<file path="src/rtl/hsp_consts.svh">
// Offsets, field positions and fixed values of the structural parameters register
`ifndef HSP_CONSTS_SVH
`define HSP_CONSTS_SVH

`define HSP_SP_OFFSET 8'h04
`define HSP_ROUTE_OFFSET 8'h0c
`define HSP_CC_MSB 15
`define HSP_CC_LSB 12
`define HSP_PCC_MSB 11
`define HSP_PCC_LSB 8
`define HSP_PRR_BIT 7
`define HSP_PPC_BIT 4
`define HSP_NP_MSB 3
`define HSP_NP_LSB 0
`define HSP_CC_VALUE 4'h1
`define HSP_PCC_VALUE 4'h2
`define HSP_PRR_VALUE 1'h1
`define HSP_PPC_VALUE 1'h1
`define HSP_NP_VALUE 4'h2
`define HSP_SP_VALUE 32'h0000_1292
`define HSP_MAX_PORTS 15

`endif

</file>
<file path="src/rtl/hsp_pkg.sv">
// Types and shared helper for the structural parameters block
package hsp_pkg;

    typedef struct packed {
        logic req;
        logic we;
        logic [7:0] addr;
        logic [31:0] wdata;
    } hsp_req_type;

    typedef struct packed {
        logic ack;
        logic hit;
        logic [31:0] rdata;
    } hsp_resp_type;

    typedef struct packed {
        logic companion_present;
        logic handoff_supported;
        logic route_array_valid;
        logic port_power_switch_present;
        logic [3:0] port_count;
    } hsp_caps_type;

    // Companion index of a port under consecutive-group routing
    function automatic logic [3:0] hsp_group_of(input logic [3:0] port, input logic [3:0] per_cc);
        logic [3:0] res;
        res = 4'h0;
        if (per_cc != 4'h0) begin
            res = port / per_cc;
        end
        return res;
    endfunction

endpackage

</file>
<file path="src/rtl/hsp_route_calc.sv">
// Companion assignment of each root port, from the routing rule
`timescale 1ns/1ps
module hsp_route_calc
    import hsp_pkg::*;
#(
    parameter int NUM_PORTS = 2
) (
    input wire logic routing_rule,
    input wire logic [3:0] per_cc,
    input wire logic [NUM_PORTS*4-1:0] route_array,
    output logic [NUM_PORTS*4-1:0] companion_of
);

    always_comb begin
        companion_of = '0;
        for (int p = 0; p < NUM_PORTS; p++) begin
            if (routing_rule) begin
                companion_of[p*4 +: 4] = route_array[p*4 +: 4];
            end else begin
                companion_of[p*4 +: 4] = hsp_group_of(4'(p), per_cc);
            end
        end
    end

endmodule

</file>
<file path="src/rtl/hsp_struct_params.sv">
// Structural parameters capability register with its access port and derived capability flags
`timescale 1ns/1ps
`include "hsp_consts.svh"

module hsp_struct_params
    import hsp_pkg::*;
#(
    parameter logic [3:0] NUM_CC = `HSP_CC_VALUE,
    parameter logic [3:0] PORTS_PER_CC = `HSP_PCC_VALUE,
    parameter logic ROUTE_RULE = `HSP_PRR_VALUE,
    parameter logic POWER_SWITCH = `HSP_PPC_VALUE,
    parameter logic [3:0] NUM_PORTS = `HSP_NP_VALUE,
    parameter int ROUTE_PORTS = 2,
    parameter logic [ROUTE_PORTS*4-1:0] ROUTE_ARRAY = '0
) (
    input wire logic clk,
    input wire logic rstn,
    input wire logic clk_en,
    input wire hsp_req_type acc,
    output hsp_resp_type resp,
    output hsp_caps_type caps,
    output logic [ROUTE_PORTS*4-1:0] port_companion
);

    ////////////////////////////////////////////////////////////////////////////
    // Reset release

    logic rst_meta_r;
    logic rst_sync_r;

    always_ff @(posedge clk or negedge rstn) begin
        if (!rstn) begin
            rst_meta_r <= 1'b0;
            rst_sync_r <= 1'b0;
        end else begin
            rst_meta_r <= 1'b1;
            rst_sync_r <= rst_meta_r;
        end
    end

    wire logic rst_n = rst_sync_r;

    ////////////////////////////////////////////////////////////////////////////
    // Register image

    logic [31:0] sp_value;

    always_comb begin
        sp_value = '0;
        sp_value[`HSP_CC_MSB:`HSP_CC_LSB] = NUM_CC;
        sp_value[`HSP_PCC_MSB:`HSP_PCC_LSB] = PORTS_PER_CC;
        sp_value[`HSP_PRR_BIT] = ROUTE_RULE;
        sp_value[`HSP_PPC_BIT] = POWER_SWITCH;
        sp_value[`HSP_NP_MSB:`HSP_NP_LSB] = NUM_PORTS;
    end

    ////////////////////////////////////////////////////////////////////////////
    // Access port: one-cycle answer, writes dropped

    hsp_resp_type resp_r;
    hsp_resp_type resp_nxt;

    always_comb begin
        resp_nxt = '0;
        if (acc.req) begin
            resp_nxt.ack = 1'b1;
            resp_nxt.hit = (acc.addr == `HSP_SP_OFFSET);
            // Write data never reaches any storage
            if (!acc.we && resp_nxt.hit) begin
                resp_nxt.rdata = sp_value;
            end
        end
    end

    always_ff @(posedge clk or negedge rst_n) begin
        if (!rst_n) begin
            resp_r <= '0;
        end else if (clk_en) begin
            resp_r <= resp_nxt;
        end
    end

    assign resp = resp_r;

    ////////////////////////////////////////////////////////////////////////////
    // Capability flags for the rest of the controller

    hsp_caps_type caps_r;
    hsp_caps_type caps_nxt;

    always_comb begin
        caps_nxt.companion_present = (NUM_CC != 4'h0);
        caps_nxt.handoff_supported = (NUM_CC != 4'h0);
        caps_nxt.route_array_valid = ROUTE_RULE;
        caps_nxt.port_power_switch_present = POWER_SWITCH;
        caps_nxt.port_count = NUM_PORTS;
    end

    always_ff @(posedge clk or negedge rst_n) begin
        if (!rst_n) begin
            caps_r <= '0;
        end else if (clk_en) begin
            caps_r <= caps_nxt;
        end
    end

    assign caps = caps_r;

    ////////////////////////////////////////////////////////////////////////////
    // Port to companion routing

    logic [ROUTE_PORTS*4-1:0] comp_calc;
    logic [ROUTE_PORTS*4-1:0] comp_r;
    logic [ROUTE_PORTS*4-1:0] comp_nxt;

    hsp_route_calc #(
        .NUM_PORTS(ROUTE_PORTS)
    ) u_route (
        .routing_rule(ROUTE_RULE),
        .per_cc(PORTS_PER_CC),
        .route_array(ROUTE_ARRAY),
        .companion_of(comp_calc)
    );

    always_comb begin
        comp_nxt = comp_calc;
    end

    always_ff @(posedge clk or negedge rst_n) begin
        if (!rst_n) begin
            comp_r <= '0;
        end else if (clk_en) begin
            comp_r <= comp_nxt;
        end
    end

    assign port_companion = comp_r;

    ////////////////////////////////////////////////////////////////////////////
    // Checks

    logic run_r;

    always_ff @(posedge clk or negedge rst_n) begin
        if (!rst_n) begin
            run_r <= 1'b0;
        end else if (clk_en) begin
            run_r <= 1'b1;
        end
    end
endmodule

</file>
<file path="config.mk">
export PLATFORM = sky130hd
export DESIGN_NAME = hsp_struct_params
export DESIGN_NICKNAME = d
export VERILOG_FILES = /design/src/rtl/hsp_pkg.sv /design/src/rtl/hsp_route_calc.sv /design/src/rtl/hsp_struct_params.sv
export VERILOG_INCLUDE_DIRS = /design/src /design/src/rtl
export SDC_FILE = /design/constraint.sdc
export NUM_CORES = 1
export LEC_CHECK = 0
export BUFFER_PORTS_ARGS = -buffer_cell sky130_fd_sc_hd__buf_2
export CAP_MARGIN = 40
export CORE_MARGIN = 3
export CORE_UTILIZATION = 24
export DETAILED_ROUTE_END_ITERATION = 7
export GPL_ROUTABILITY_DRIVEN = 0
export PLACE_DENSITY = 0.78
export RECOVER_POWER = 100
export REMOVE_ABC_BUFFERS = 1
export SLEW_MARGIN = 20
export SYNTH_ARGS = -nofsm -noshare
export SYNTH_HDL_FRONTEND = slang
export SYNTH_SLANG_ARGS = --single-unit
</file>
<file path="constraint.sdc">
create_clock -name clk -period 0.8 [get_ports clk]
set_clock_uncertainty 0.05 [all_clocks]
set_input_delay 0.16 -clock clk [delete_from_list [all_inputs] [get_ports clk]]
set_output_delay 0.16 -clock clk [all_outputs]
set_load 0.02 [all_outputs]
</file>
==> impl_metrics.yaml <==
outcome:
  outcome: "complete, but fails checks"
  violations: "setup timing"
floorplan:
  die_h_um: 54.71
  die_w_um: 54.71
  ios: 95
  die_area_um2: 2993
  rows: 17
  coreArea_um2: 2233
  start_util_pct: 25.49
logic_synthesis:
  yosys.area.top_type: "buf_4"
  synth-warning-count: 0
  synth-seq-area-share_pct: 26.37
  yosysTopAreaCellShare_pct: 60.66
  synth.avg_cell_area_um2: 9.036
  syn_area_um2: 569.3
  synthCells: 63
  synth_cell_type_count: 10
  synth.area.top_cells: "buf_4, dfrtp_1, or4_1, o22ai_2, mux2_2"
  synth_seq_cells: 6
clock_network:
  h-tree-depth: 1
  cts_root_buf: "clkbuf_4"
  clk_path_buf_depth: 2
  clk_latency_ps: 240
  cts_tree: "done"
  cts_made_buffers: 3
  cts_sinks: 6
  clkSlewWorstSetupHoldPaths_ps: 40
power_and_ir_drop:
  ir_worst_vdd_uv: 629.5
  p_per_area_nw_per_um2: 1364
  clkPwrFrac_pct: 32.5
  p_comb_share_pct: 28.1
  power_switching_uw: 289.4
  pwr-share-seq_pct: 39.4
  power_leakage_uw: 0.0003400
  intPower_uw: 529.8
  switching_share_pct: 35.32
global_route:
  grt_pass1_vias: 215
  grt_max_degree: 7
  gr-usage-all-layers_pct: 4.732
  grt_pass1_wl_um: 883
  use_met2_pct: 6.496
  met3_usage_pct: 3.270
  use_met1_pct: 4.419
  grt_most_used_layer: "met2"
  antenna_found_initial: 0
  overflow: 0
critical_path:
  worst-path-max-fanout: 2
  reg2reg_depth: 1
  cp.required_ps: 910
  crit_type: "input port to register"
  arrival_ps: 1270
  crit_path_end_kind: "register"
  startpoint_type: "input port"
drt:
  initialDrtViolationCount: 0
  routed_via_density: 2.847
  wirelength_um: 813
  wl_per_cell_um: 7.324
  drcViolationCount: 0
  final_antenna_net_count: 0
  dr.pass1.iters: 1
  vias: 316
timing:
  setup_viol: 16
  worst_slack_ps: -358.8
  slew_viol_final: 0
  fmax_ghz: 0.8630
  hold_viol: 0
  fin_crit_ps: 1159
  timing.final.crit_share_pct: 144.9
  grt_setup_unrepaired: "yes"
place:
  io_buffers: 24
  hpwl_um: 728.3
  place_ws_ps: -640.1
  dpl_cell_area_um2: 525.5
job:
  cap_violations: 0
final_layout:
  regArea_um2: 150.1
  layout_commonest_cell: "conb_1"
  fillCellCount: 254
  multi_input_area_um2: 209.0
  design_area_um2: 600.6
  drive_gt1_share_pct: 37.35
  diodes: 0
  area_growth_pct: 5.495
  final_cell_mix: "conb_1, buf_2, dfrtp_1, buf_6, clkbuf_4"
  nNetsFinal: 130
worst_hold_path:
  holdCritPathClass: "register to async pin"
stage by stage:
stage	setup TNS (ps)	hold WS [ps]	util [%]	std cells	total power, µW
finish	-3751	3.351	26.89	111	819.2
global placement	-1382	-102.9	23.53	107	538.4
detailed placement	-1429	-102.3	23.53	107	538.6
floorplan	-4656	-185.6	-	54	494.8
global route	-4614	29.20	26.89	111	886.1
CTS	-4051	11.25	26.95	111	839.5
state kept, by name, indices dropped and copies added, names as in the netlist:
| name | count |
|---|---|
| caps | 1 |
| resp | 3 |
| rst_meta_r | 1 |
| rst_n | 1 |
power by group through the flow:
| stage | sequential, µW | clock, µW | combinational, µW |
|---|---|---|---|
| 2_1_floorplan | 332 | 0 | 163 |
| 3_3_place_gp | 326 | 0 | 212 |
| 3_5_place_dp | 326 | 0 | 213 |
| 4_1_cts | 323 | 290 | 226 |
| 5_1_grt | 324 | 311 | 250 |
| 6_report | 323 | 266 | 230 |
critical path, stage by stage:
cell	delay, ps
buf_6	90
or4_1	500
or4_4	430
o22ai_2	90
synth_stat cells, drive strengths merged:
master  count
conb        2
buf        46
dfrtp       6
nand4b      1
inv         2
mux2        1
o22ai       1
o21ai       1
or2         1
or4         2
cell families after synthesis:
group                  synth area share, %
and+or+nand+nor                      5.275
AOI/OAI and AO/OA                    3.076
buffers and inverters                61.98
DFF                                  26.37
other                                1.319
muxes                                1.978
timing repair:
item	CTS	global route
setup buffers	0	0
endpoints found under the hold margin	2	0
pin swaps	1	0
hold buffers	1	0
endpoints found under the setup margin	15	16
gates resized for setup	14	0
gates cloned	0	0
layout make-up:
type	instances	area share [%]
Multi-Input combinational cell	46	34.79
Timing Repair Buffer	26	29.37
Sequential cell	6	25.00
Tap cell	28	5.833
Clock buffer	3	3.750
Inverter	2	1.250
layer usage:
layer,part of all wire [%],wire (µm),vias up
met5,0,0,-
met4,0,0,0
met3,12,94,0
met2,61,496,21
met1,27,222,142
li1,-,-,153
path summary, 6_finish.rpt:
kind                                     start                   end  slack [ps]
min                            rst_n$_DFF_PN0_   caps[7]$_DFFE_PN0P_           3
max in group asynchronous                 rstn  rst_meta_r$_DFF_PN0_         380
min in group clk                       acc[40]   resp[9]$_DFFE_PN0P_          60
max                                    acc[36]   resp[9]$_DFFE_PN0P_        -360
max reg2reg                caps[7]$_DFFE_PN0P_   caps[7]$_DFFE_PN0P_         -80
min reg2reg                    rst_n$_DFF_PN0_   caps[7]$_DFFE_PN0P_           3
(Power assumes the default switching activity.)
